**src/rtl/nmcp_params.svh**
```systemverilog
// Constants for the narrow memory control pin block
`ifndef NMCP_PARAMS_SVH
`define NMCP_PARAMS_SVH
`define NMCP_EA_W 20
`define NMCP_STRAP_ENDIAN_BIT 19
`define NMCP_STRAP_BOOT_HI 18
`define NMCP_STRAP_BOOT_LO 17
`define NMCP_STRAP_CLK_HI 14
`define NMCP_STRAP_CLK_LO 13
`define NMCP_RST_ENDIAN 1'b1
`define NMCP_RST_BOOT 2'b10
`define NMCP_RST_CLK_SEL 2'b00
`define NMCP_FIFO_SPACE 2'h3
`define NMCP_CPU4_HALF 2
`define NMCP_CPU6_HALF 3
`define NMCP_DIV_BY1 2'h0
`define NMCP_DIV_BY2 2'h1
`define NMCP_DIV_BY4 2'h2
`endif

```
**src/rtl/nmcp_pkg.sv**
```systemverilog
// Types for the narrow memory control pin block
package nmcp_pkg;
  typedef enum logic [1:0] {
    NMCP_ST_IDLE = 2'b00,
    NMCP_ST_SETUP = 2'b01,
    NMCP_ST_STROBE = 2'b10,
    NMCP_ST_HOLD = 2'b11
  } nmcp_state_t;
  typedef enum logic [1:0] {
    NMCP_MEM_ASYNC = 2'b00,
    NMCP_MEM_SDRAM = 2'b01,
    NMCP_MEM_SYNC = 2'b10,
    NMCP_MEM_NONE = 2'b11
  } nmcp_mem_t;
  typedef enum logic [1:0] {
    NMCP_CLK_EXT = 2'b00,
    NMCP_CLK_CPU4 = 2'b01,
    NMCP_CLK_CPU6 = 2'b10,
    NMCP_CLK_RSVD = 2'b11
  } nmcp_clk_src_t;
  typedef struct packed {
    logic rd_n;
    logic oe_n;
    logic we_n;
    logic fifo_oe_n;
  } nmcp_strobe_t;
  typedef struct packed {
    logic write;
    logic [1:0] space;
    logic [19:0] addr;
  } nmcp_req_t;
endpackage : nmcp_pkg

```
**src/rtl/nmcp_clksrc.sv**
```systemverilog
// Interface input clock source selection and core clock dividers
`timescale 1ns/1ps
`include "nmcp_params.svh"
module nmcp_clksrc
  import nmcp_pkg::*;
#(
  parameter int HALF4 = `NMCP_CPU4_HALF,
  parameter int HALF6 = `NMCP_CPU6_HALF
) (
  input wire logic clk_i,
  input wire logic rst_i,
  input wire logic ce_i,
  input nmcp_clk_src_t sel_i,
  input wire logic ext_lvl_i,
  output logic lvl_o
);
  // Three-bit half-period counter bounds what the divider can serve
  if (HALF4 < 1 || HALF4 > 7 || HALF6 < 1 || HALF6 > 7) begin : g_bad_half
    $error("nmcp_clksrc: half periods must lie in 1..7");
  end
  logic [2:0] cnt_r;
  logic phase_r;
  logic [2:0] half_last;
  assign half_last = (sel_i == NMCP_CLK_CPU6) ? 3'(HALF6 - 1) : 3'(HALF4 - 1);
  // Core clock divided by four or six as a square wave
  always_ff @(posedge clk_i) begin
    if (rst_i) begin
      cnt_r <= 3'h0;
      phase_r <= 1'b0;
    end else if (ce_i) begin
      if (cnt_r >= half_last) begin
        cnt_r <= 3'h0;
        phase_r <= ~phase_r;
      end else begin
        cnt_r <= cnt_r + 3'h1;
      end
    end
  end
  // Reserved code falls back to the external pin, the safe default
  assign lvl_o = (sel_i == NMCP_CLK_CPU4 || sel_i == NMCP_CLK_CPU6) ? phase_r : ext_lvl_i;
endmodule : nmcp_clksrc

```
**src/rtl/nmcp_top.sv**
```systemverilog
// Narrow external memory control pins: strobes, clocks and reset straps
//
// Functional notes
// - Interface input clock chosen at reset from pin, core/4 or core/6 via straps.
// - External input clock pin is the default source.
// - Clock strap: 00 pin, 01 core/4, 10 core/6, 11 reserved.
// - Divided output clock is selected input clock over 1, 2 or 4.
// - Full-rate output clock runs at the selected input clock frequency.
// - Shared pin: async read, SDRAM column strobe or sync strobe by space type.
// - Sync spaces: select bit 0 gives address strobe, 1 gives read enable.
// - Second pin: async output enable, SDRAM row strobe or sync output enable.
// - Third pin: async, SDRAM or sync write enable by space type.
// - Dedicated sync output enable serves only chip-select space 3.
// - Ready input is sampled during async accesses; access waits while low.
// - Address pins carry half-word addresses, released when not driven.
// - During reset address pins are inputs and mode straps are read.
// - Endian strap: 0 big endian, 1 little endian, little is default.
// - Boot strap: 00 none, 01 host port, 10 8-bit ROM, 11 reserved.
// - At most one space enable asserted during any access.
`timescale 1ns/1ps
`include "nmcp_params.svh"
module nmcp_top
  import nmcp_pkg::*;
#(
  parameter int EA_W = `NMCP_EA_W
) (
  input wire logic MCLK_I,
  input wire logic RESET_I,
  input wire logic CE_I,
  input wire logic EXT_INPUT_CLOCK_I,
  input wire logic ASYNC_READY_IN_I,
  input wire logic [7:0] SPACE_TYPE_I,
  input wire logic [3:0] READ_STROBE_SELECT_I,
  input wire logic [1:0] DIV_SEL_I,
  input wire logic REQ_VALID_I,
  input nmcp_req_t REQ_I,
  output logic REQ_READY_O,
  output logic DONE_O,
  input wire logic [EA_W-1:0] EXT_ADDRESS_BUS_I,
  output logic [EA_W-1:0] EXT_ADDRESS_BUS_O,
  output logic EXT_ADDRESS_BUS_OE_O,
  output logic [3:0] SPACE_SELECT_N_O,
  output logic SHARED_READ_STROBE_N_O,
  output logic SHARED_OUTPUT_STROBE_N_O,
  output logic SHARED_WRITE_STROBE_N_O,
  output logic FIFO_SPACE_OUTPUT_STROBE_N_O,
  output logic FULL_RATE_OUTPUT_CLOCK_O,
  output logic DIVIDED_OUTPUT_CLOCK_O,
  output logic ENDIAN_LITTLE_O,
  output logic [1:0] BOOT_MODE_O,
  output logic [1:0] INPUT_CLOCK_STRAP_O
);
  if (EA_W != `NMCP_EA_W) begin : g_bad_width
    $error("nmcp_top: strap positions assume a 20-bit address bus");
  end

  function automatic logic [3:0] space_decode(input logic [1:0] sp);
    space_decode = ~(4'h1 << sp);
  endfunction : space_decode

  function automatic nmcp_strobe_t strobe_decode(input nmcp_state_t st, input nmcp_mem_t mt,
                                                 input logic wr, input logic rsel, input logic [1:0] sp);
    nmcp_strobe_t s;
    s = '{rd_n: 1'b1, oe_n: 1'b1, we_n: 1'b1, fifo_oe_n: 1'b1};
    case (mt)
      NMCP_MEM_ASYNC: begin
        if (st == NMCP_ST_STROBE) begin
          s.rd_n = wr;
          s.oe_n = wr;
          s.we_n = ~wr;
        end
      end
      NMCP_MEM_SDRAM: begin
        if (st == NMCP_ST_SETUP) begin
          s.oe_n = 1'b0;
        end
        if (st == NMCP_ST_STROBE) begin
          s.rd_n = 1'b0;
          s.we_n = ~wr;
        end
      end
      NMCP_MEM_SYNC: begin
        if (st == NMCP_ST_STROBE) begin
          s.rd_n = rsel ? wr : 1'b0;
          s.oe_n = wr;
          s.we_n = ~wr;
          s.fifo_oe_n = wr | (sp != `NMCP_FIFO_SPACE);
        end
      end
      default: begin
        s.rd_n = 1'b1;
      end
    endcase
    strobe_decode = s;
  endfunction : strobe_decode

  // Pin synchronisers; first stage read only by the second
  logic ext_clk_m_r, ext_clk_s_r, rdy_m_r, rdy_s_r;
  logic [EA_W-1:0] ea_m_r, ea_s_r;
  always_ff @(posedge MCLK_I) begin
    if (CE_I) begin
      ext_clk_m_r <= EXT_INPUT_CLOCK_I;
      ext_clk_s_r <= ext_clk_m_r;
      rdy_m_r <= ASYNC_READY_IN_I;
      rdy_s_r <= rdy_m_r;
      ea_m_r <= EXT_ADDRESS_BUS_I;
      ea_s_r <= ea_m_r;
    end
  end

  // Straps taken in the first enabled cycle after release
  logic armed_r;
  always_ff @(posedge MCLK_I) begin
    if (RESET_I) begin
      armed_r <= 1'b1;
      ENDIAN_LITTLE_O <= `NMCP_RST_ENDIAN;
      BOOT_MODE_O <= `NMCP_RST_BOOT;
      INPUT_CLOCK_STRAP_O <= `NMCP_RST_CLK_SEL;
    end else if (CE_I && armed_r) begin
      armed_r <= 1'b0;
      ENDIAN_LITTLE_O <= ea_s_r[`NMCP_STRAP_ENDIAN_BIT];
      BOOT_MODE_O <= ea_s_r[`NMCP_STRAP_BOOT_HI:`NMCP_STRAP_BOOT_LO];
      INPUT_CLOCK_STRAP_O <= ea_s_r[`NMCP_STRAP_CLK_HI:`NMCP_STRAP_CLK_LO];
    end
  end

  logic iclk_lvl, iclk_prev_r, iclk_rise;
  nmcp_clksrc #(.HALF4(`NMCP_CPU4_HALF), .HALF6(`NMCP_CPU6_HALF)) u_clksrc (
    .clk_i(MCLK_I),
    .rst_i(RESET_I),
    .ce_i(CE_I),
    .sel_i(nmcp_clk_src_t'(INPUT_CLOCK_STRAP_O)),
    .ext_lvl_i(ext_clk_s_r),
    .lvl_o(iclk_lvl)
  );
  assign iclk_rise = iclk_lvl & ~iclk_prev_r;

  // Output clocks; divider counts input clock rising edges
  logic [1:0] div_cnt_r;
  always_ff @(posedge MCLK_I) begin
    if (RESET_I) begin
      // Seeded from the live level so release gives no false edge
      iclk_prev_r <= iclk_lvl;
      div_cnt_r <= 2'h0;
      FULL_RATE_OUTPUT_CLOCK_O <= 1'b0;
      DIVIDED_OUTPUT_CLOCK_O <= 1'b0;
    end else if (CE_I) begin
      iclk_prev_r <= iclk_lvl;
      if (iclk_rise) begin
        div_cnt_r <= div_cnt_r + 2'h1;
      end
      FULL_RATE_OUTPUT_CLOCK_O <= iclk_lvl;
      case (DIV_SEL_I)
        `NMCP_DIV_BY2: DIVIDED_OUTPUT_CLOCK_O <= div_cnt_r[0];
        `NMCP_DIV_BY4: DIVIDED_OUTPUT_CLOCK_O <= div_cnt_r[1];
        default: DIVIDED_OUTPUT_CLOCK_O <= iclk_lvl;
      endcase
    end
  end

  // Access sequencer, stepped by input clock rising edges
  nmcp_state_t state_r;
  nmcp_req_t req_r;
  nmcp_mem_t mt;
  assign mt = nmcp_mem_t'(SPACE_TYPE_I[2*req_r.space +: 2]);
  always_ff @(posedge MCLK_I) begin
    if (RESET_I) begin
      state_r <= NMCP_ST_IDLE;
      req_r <= '0;
      DONE_O <= 1'b0;
    end else if (CE_I) begin
      DONE_O <= 1'b0;
      if (iclk_rise) begin
        case (state_r)
          NMCP_ST_IDLE: begin
            if (REQ_VALID_I && !armed_r) begin
              req_r <= REQ_I;
              state_r <= NMCP_ST_SETUP;
            end
          end
          NMCP_ST_SETUP: state_r <= NMCP_ST_STROBE;
          NMCP_ST_STROBE: begin
            // Slow async devices stretch the strobe by holding ready low
            if (mt != NMCP_MEM_ASYNC || rdy_s_r) begin
              state_r <= NMCP_ST_HOLD;
            end
          end
          NMCP_ST_HOLD: begin
            state_r <= NMCP_ST_IDLE;
            DONE_O <= 1'b1;
          end
          default: state_r <= NMCP_ST_IDLE;
        endcase
      end
    end
  end

  // Pin drivers, registered from the sequencer state
  nmcp_strobe_t stb;
  assign stb = strobe_decode(state_r, mt, req_r.write, READ_STROBE_SELECT_I[req_r.space], req_r.space);
  always_ff @(posedge MCLK_I) begin
    if (RESET_I) begin
      EXT_ADDRESS_BUS_OE_O <= 1'b0;
      EXT_ADDRESS_BUS_O <= '0;
      SPACE_SELECT_N_O <= 4'hf;
      SHARED_READ_STROBE_N_O <= 1'b1;
      SHARED_OUTPUT_STROBE_N_O <= 1'b1;
      SHARED_WRITE_STROBE_N_O <= 1'b1;
      FIFO_SPACE_OUTPUT_STROBE_N_O <= 1'b1;
      REQ_READY_O <= 1'b0;
    end else if (CE_I) begin
      REQ_READY_O <= (state_r == NMCP_ST_IDLE) && !armed_r;
      EXT_ADDRESS_BUS_OE_O <= (state_r != NMCP_ST_IDLE);
      EXT_ADDRESS_BUS_O <= req_r.addr;
      SPACE_SELECT_N_O <= (state_r != NMCP_ST_IDLE) ? space_decode(req_r.space) : 4'hf;
      SHARED_READ_STROBE_N_O <= stb.rd_n;
      SHARED_OUTPUT_STROBE_N_O <= stb.oe_n;
      SHARED_WRITE_STROBE_N_O <= stb.we_n;
      FIFO_SPACE_OUTPUT_STROBE_N_O <= stb.fifo_oe_n;
    end
  end
endmodule : nmcp_top

```
**config.mk**
```make
export PLATFORM = sky130hd
export DESIGN_NAME = nmcp_top
export DESIGN_NICKNAME = d
export VERILOG_FILES = /design/src/rtl/nmcp_pkg.sv /design/src/rtl/nmcp_clksrc.sv /design/src/rtl/nmcp_top.sv
export VERILOG_INCLUDE_DIRS = /design/src /design/src/rtl
export SDC_FILE = /design/constraint.sdc
export NUM_CORES = 1
export LEC_CHECK = 0
export ABC_AREA = 1
export BUFFER_PORTS_ARGS = -buffer_cell sky130_fd_sc_hd__buf_4
export CORE_ASPECT_RATIO = 0.8
export CORE_UTILIZATION = 49
export DETAILED_ROUTE_END_ITERATION = 6
export HOLD_SLACK_MARGIN = 0.02
export PLACE_DENSITY = 0.77
export SKIP_LAST_GASP = 1
export SYNTH_ARGS = -nofsm -noshare
export SYNTH_HDL_FRONTEND = slang
export SYNTH_SLANG_ARGS = --single-unit
```
**constraint.sdc**
```tcl
create_clock -name MCLK_I -period 2 [get_ports MCLK_I]
set_clock_uncertainty 0.05 [all_clocks]
set_input_delay 0.4 -clock MCLK_I [delete_from_list [all_inputs] [get_ports MCLK_I]]
set_output_delay 0.4 -clock MCLK_I [all_outputs]
set_load 0.02 [all_outputs]
```
Word level (Yosys, flattened, before mapping)
Index checks and enable logic that the tools add are counted.

cells by class
  add/subtract/negate cells = 2
  magnitude comparators = 2
  equal/unequal tests = 12
  shifts and indexed selects = 2
  multiplexer cells = 23
  bitwise operators = 6
  reduce and logical (&&, ||, !) cells = 15

operator list
  cell                   number
  $mux W1                11
  $eq A2 B2 Y1 const B   5
  $eq A2 B1 Y1 const B   4
  $mux W4                2
  $pmux W2 S4            1
  $reduce_and A4 Y1      2
  $shiftx A8 B4 Y2       1
  $mux W2                3
  $mux W3                2
  $ne A2 B2 Y1 const B   3
  $pmux W2 S3            1
  $reduce_bool A2 Y1     3
  $logic_not A2 Y1       2
  $not A4 Y4             1
  $reduce_and A2 Y1      2
  $shl A1 B2 Y4 const A  1
  $add A3 B1 Y3 const B  1
  $ge A3 B3 Y1           1
  $logic_and A1 B1 Y1    3
  $lt A2 B3 Y1 const B   1
  $not A1 Y1             3
  $pmux W1 S3            1
  $add A2 B1 Y2 const B  1
  $bmux W1 S2            1
  5 further kinds        6

storage, ports and cells
  register bits = 115
  input port bits = 63
  output and inout port bits = 38
  word-level logic and storage cells = 91

Depth between registers and ports, before layout
  depth after elaboration = 5
  gate-level depth with buffers = 11
  gate-level depth less buffers = 11

By module
A second synthesis with hierarchy kept.

second synthesis, totals
  cells, all modules = 373
  area total of the unflattened synthesis = 3,283.1 µm²

modules (own cells, without submodules)
  module       times used  cells each  area each (µm²)  sequential area each (µm²)
  nmcp_top     1           342         3,025.4          1,771.7
  nmcp_clksrc  1           31          257.7            80.1

Worst setup path after synthesis
OpenSTA, ideal clock, no wires.

  path type = flip-flop to flip-flop
  start point = register INPUT_CLOCK_STRAP_O[0]
  end point = register u_clksrc.phase_r
  setup time = 0.118 ns
  data arrival time = 1.686 ns
  required time = 1.832 ns
  path slack = 0.146 ns
  cell stages (with the launch flop) = 11
  path buffers = 0
  clock period less this slack = 1.854 ns
  cell sequence = dfxtp_1 > inv_1 > ha_1 > inv_1 > ha_1 > inv_1 > nand2_1 > a211oi_1 > nor2_1 > o21ai_0 > nor2_1

on the way
  word-level cells in the longest chain between the ends = 4

RTL lines
  element                             RTL line           RTL
  from (decl)                         nmcp_top.sv:51     output logic [1:0] INPUT_CLOCK_STRAP_O
  from (signal assigned)              nmcp_top.sv:118    INPUT_CLOCK_STRAP_O <= `NMCP_RST_CLK_SEL;
  from (signal assigned)              nmcp_top.sv:123    INPUT_CLOCK_STRAP_O <= ea_s_r[`NMCP_STRAP_CLK_HI:`NMCP_STRAP_CLK_LO];
  $eq A2 B2 Y1                        nmcp_clksrc.sv:24  assign half_last = (sel_i == NMCP_CLK_CPU6) ? 3'(HALF6 - 1) : 3'(HALF4 - 1);
  $mux W2                             nmcp_clksrc.sv:24
  $ge A3 B3 Y1                        nmcp_clksrc.sv:31  if (cnt_r >= half_last) begin
  $reduce_and A2 Y1 (no source line)  n/a
  to (signal assigned)                nmcp_clksrc.sv:33  phase_r <= ~phase_r;
  to (decl)                           nmcp_clksrc.sv:22  logic phase_r;

Every way passes these cells.
A chain may end at the register's enable or synchronous reset.

Worst setup path in the final report
  start point = register INPUT_CLOCK_STRAP_O[0]
  end point = register req_r[9] in the netlist's numbering

on the way
  word-level cells in the longest chain between the ends = 5
  elaborated cells on any way between the ends = 6
  those cells by class = eq/ne: 2; mux: 1; bitwise: 1; reduce/logical: 2

RTL lines
  element                                       RTL line           RTL
  $eq A2 B1 Y1 or $eq A2 B2 Y1 (tied branches)  nmcp_clksrc.sv:40  assign lvl_o = (sel_i == NMCP_CLK_CPU4 || sel_i == NMCP_CLK_CPU6) ? phase_r : ext_lvl_i;
  $logic_or A1 B1 Y1 (*)                        nmcp_clksrc.sv:40
  $mux W1 (*)                                   nmcp_clksrc.sv:40
  named net iclk_lvl                            nmcp_top.sv:127    logic iclk_lvl, iclk_prev_r, iclk_rise;
  $and A1 B1 Y1 (*)                             nmcp_top.sv:136    assign iclk_rise = iclk_lvl & ~iclk_prev_r;
  $reduce_and A4 Y1 (no source line) (*)        n/a
  to (signal assigned)                          nmcp_top.sv:169    req_r <= '0;
  to (signal assigned)                          nmcp_top.sv:177    req_r <= REQ_I;
  to (decl)                                     nmcp_top.sv:163    nmcp_req_t req_r;

Mark *: on every way through the listed nets, which the timed path passes. The rest lies on a longest branch.

==> flow_summary.yaml <==
finish:
  final_nets: 537
  synthToLayoutAreaGrowth_pct: 27.71
  final_core_util_pct: 65.15
  drive_gt1_share_pct: 26.01
  antenna_cells: 0
placed_design:
  io_buffers: 85
  place_congestion: 0.7430
  dpl.hpwl_um: 4881
setup_path:
  cp-start-kind: "flip-flop"
  cp.required_ps: 2190
  path_max_fanout: 28
  critPathKind: "reg -> reg"
  cp.arrival_ps: 2010
  end_kind: "flip-flop"
clocking:
  hold_buffers: 0
  ctsResizeCount: 0
  cts_setup_buffers: 0
  cts_root_buf: "clkbuf_8"
  cts.sinks: 85
  clkLatencyLatePin_ps: 350
  cts_made_buffers: 9
  cts_buffer_depth: 2
  cts_tree: "built"
  htreeDepth: 3
  clk_pin_slew_worst_paths_ps: 80
logic_synthesis:
  ys_seq_elements: 85
  yosys.area.top_type: "dfxtp_1"
  synth_enable_flop_cells: 15
  yosysWarnings: 0
  synthCells: 373
  ys_seq_area_share_pct: 56.64
  synth_area_per_cell_um2: 8.765
  synthTopCellsByArea: "dfxtp_1 43%, edfxtp_1 14%, nand2_1 9.2%, o21ai_0 6.0%, a21oi_1 4.7%"
  synth_ff_type: "dfxtp_1"
  async_flop_share_pct: 0
  synth_fp_nets: 446
  yosysTopAreaCellShare_pct: 42.86
  yosys-top-cells-count: "80 x nand2_1, 70 x dfxtp_1, 41 x inv_1, 39 x o21ai_0, 31 x a21oi_1"
  syn_area_um2: 3269
  synth_most_common_cell: "nand2_1"
  synth.distinct_cells: 27
route:
  wl_per_cell_um: 12.14
  detail_route.iter0.violations: 144
  routed_wl_um: 6715
  viasPerCell: 4.884
  num_vias: 2701
  ant_nets: 0
  firstDrtPassIters: 4
  drc_errors: 0
grt:
  grt_max_degree: 29
  grt_pass1_vias: 2346
  track_usage_pct: 20.00
  grt_pass1_wl_um: 10670
  antenna_found_initial: 0
  grt-ovfl-total: 0
power_and_ir_drop:
  design_power_total_mw: 3.268
  cellPowerDensity_nw_per_um2: 782.7
  p_leak_nw: 1.783
  ir_worst_vdd_mv: 0.4478
timing:
  worst_slew_pin_slew_ps: 332.4
  final.min_clock_period_ps: 1821
  slew_viol_final: 0
  slew-limit-headroom_pct: 77.82
  fin_crit_sh_pct: 91.05
  tns_ps: 0
  setup_viol: 0
  hold_violations: 0
  rsz0062_at_grt: "no"
  fmax_ghz: 0.5492
floorplan:
  coreArea_um2: 6409
  die_h_um: 75.06
  die_w_um: 93.33
  initial_core_util_pct: 51.02
  die_area_um2: 7005
  ios: 101
  rows: 26
status:
  status: "finished clean"
min_path:
  hp-class: "in -> reg"
run:
  cap_viol_max_count: 0
-- cell type report --
type	instances	area (µm²)
fillers	566	2233
flip-flops and latches	85	1852
multi-input cells	229	1160
repair buffers	94	721.9
inverters	45	170.2
clock buffers	10	127.6
well taps	84	105.1
clock inverters	6	38.79
-- cell usage in the layout, fill, tap and decap left out, drive strengths merged, types with 6 or more instances in the layout --
cell type  instances
buf               94
nand2             80
dfxtp             70
o21ai             57
inv               43
a21oi             34
nor2              25
edfxtp            15
nand3             12
ha                10
clkbuf            10
clkinv             6
-- report_power, final --
part | total, mW | internal, mW | switching (mW)
Sequential | 1.85 | 1.81 | 0.0329
Clock | 1.04 | 0.449 | 0.593
Combinational | 0.380 | 0.170 | 0.209
-- through the flow --
stage | cell area, µm² | hold WS (ps) | std cells | setup slack (ps)
6_report | 4175 | 171.1 | 553 | 179.1
4_1_cts | 4172 | 154.0 | 553 | 128.0
3_5_place_dp | 4005 | 355.4 | 537 | 156.0
3_3_place_gp | 4005 | 351.0 | 537 | 216.3
2_1_floorplan | 3269 | 350.3 | 373 | 145.9
5_1_grt | 4175 | 141.2 | 553 | 8.019
-- critical path, stage by stage, from the launching register on --
cell and delay, ps:
dfxtp_1 350, inv_1 60, ha_1 320, o21ai_2 200, nand2_1 110, clkinv_2 120, nand3_4 80, buf_6 180
o21ai_0 170, a21oi_1 60
-- layer usage --
layer,global-route usage (%),vias to the layer above,share of wire (%)
li1,-,1396,-
met1,26.27,1216,47
met2,31.13,83,45
met3,7.980,6,8.0
met4,5.128,0,0.79
met5,0,-,0
-- registers in the layout, indices dropped and copies added, names as in the netlist, 2 cells and up --
signal / count
u_clksrc.cnt_r: 3
EXT_ADDRESS_BUS_O: 20
req_r: 23
ea_m_r: 5
div_cnt_r: 2
ea_s_r: 5
SPACE_SELECT_N_O: 4
state_r: 2
BOOT_MODE_O: 2
INPUT_CLOCK_STRAP_O: 2
-- path summary, 6_finish.rpt --
| path | from | to | slack, ps | cells past startpoint |
|---|---|---|---|---|
| worst max register to register | INPUT_CLOCK_STRAP_O[0] | req_r[9] | 180 | 9 |
| worst max-delay path | INPUT_CLOCK_STRAP_O[0] | req_r[9] | 180 | 9 |
| worst min-delay path | ASYNC_READY_IN_I | rdy_m_r | 170 | 1 |
| worst min register to register | ea_m_r[17] | ea_s_r[17] | 370 | 0 |
-- cell families after synthesis --
| kind of cell | count (synthesis) | synth area share (%) |
|---|---|---|
| AND/OR/NAND/NOR | 121 | 15.23 |
| AO/OA/AOI/OAI | 98 | 16.42 |
| flip-flops | 85 | 56.64 |
| buffers and inverters | 59 | 7.883 |
| adder cells (fa/ha/maj) | 10 | 3.827 |
(Power assumes the default switching activity.)
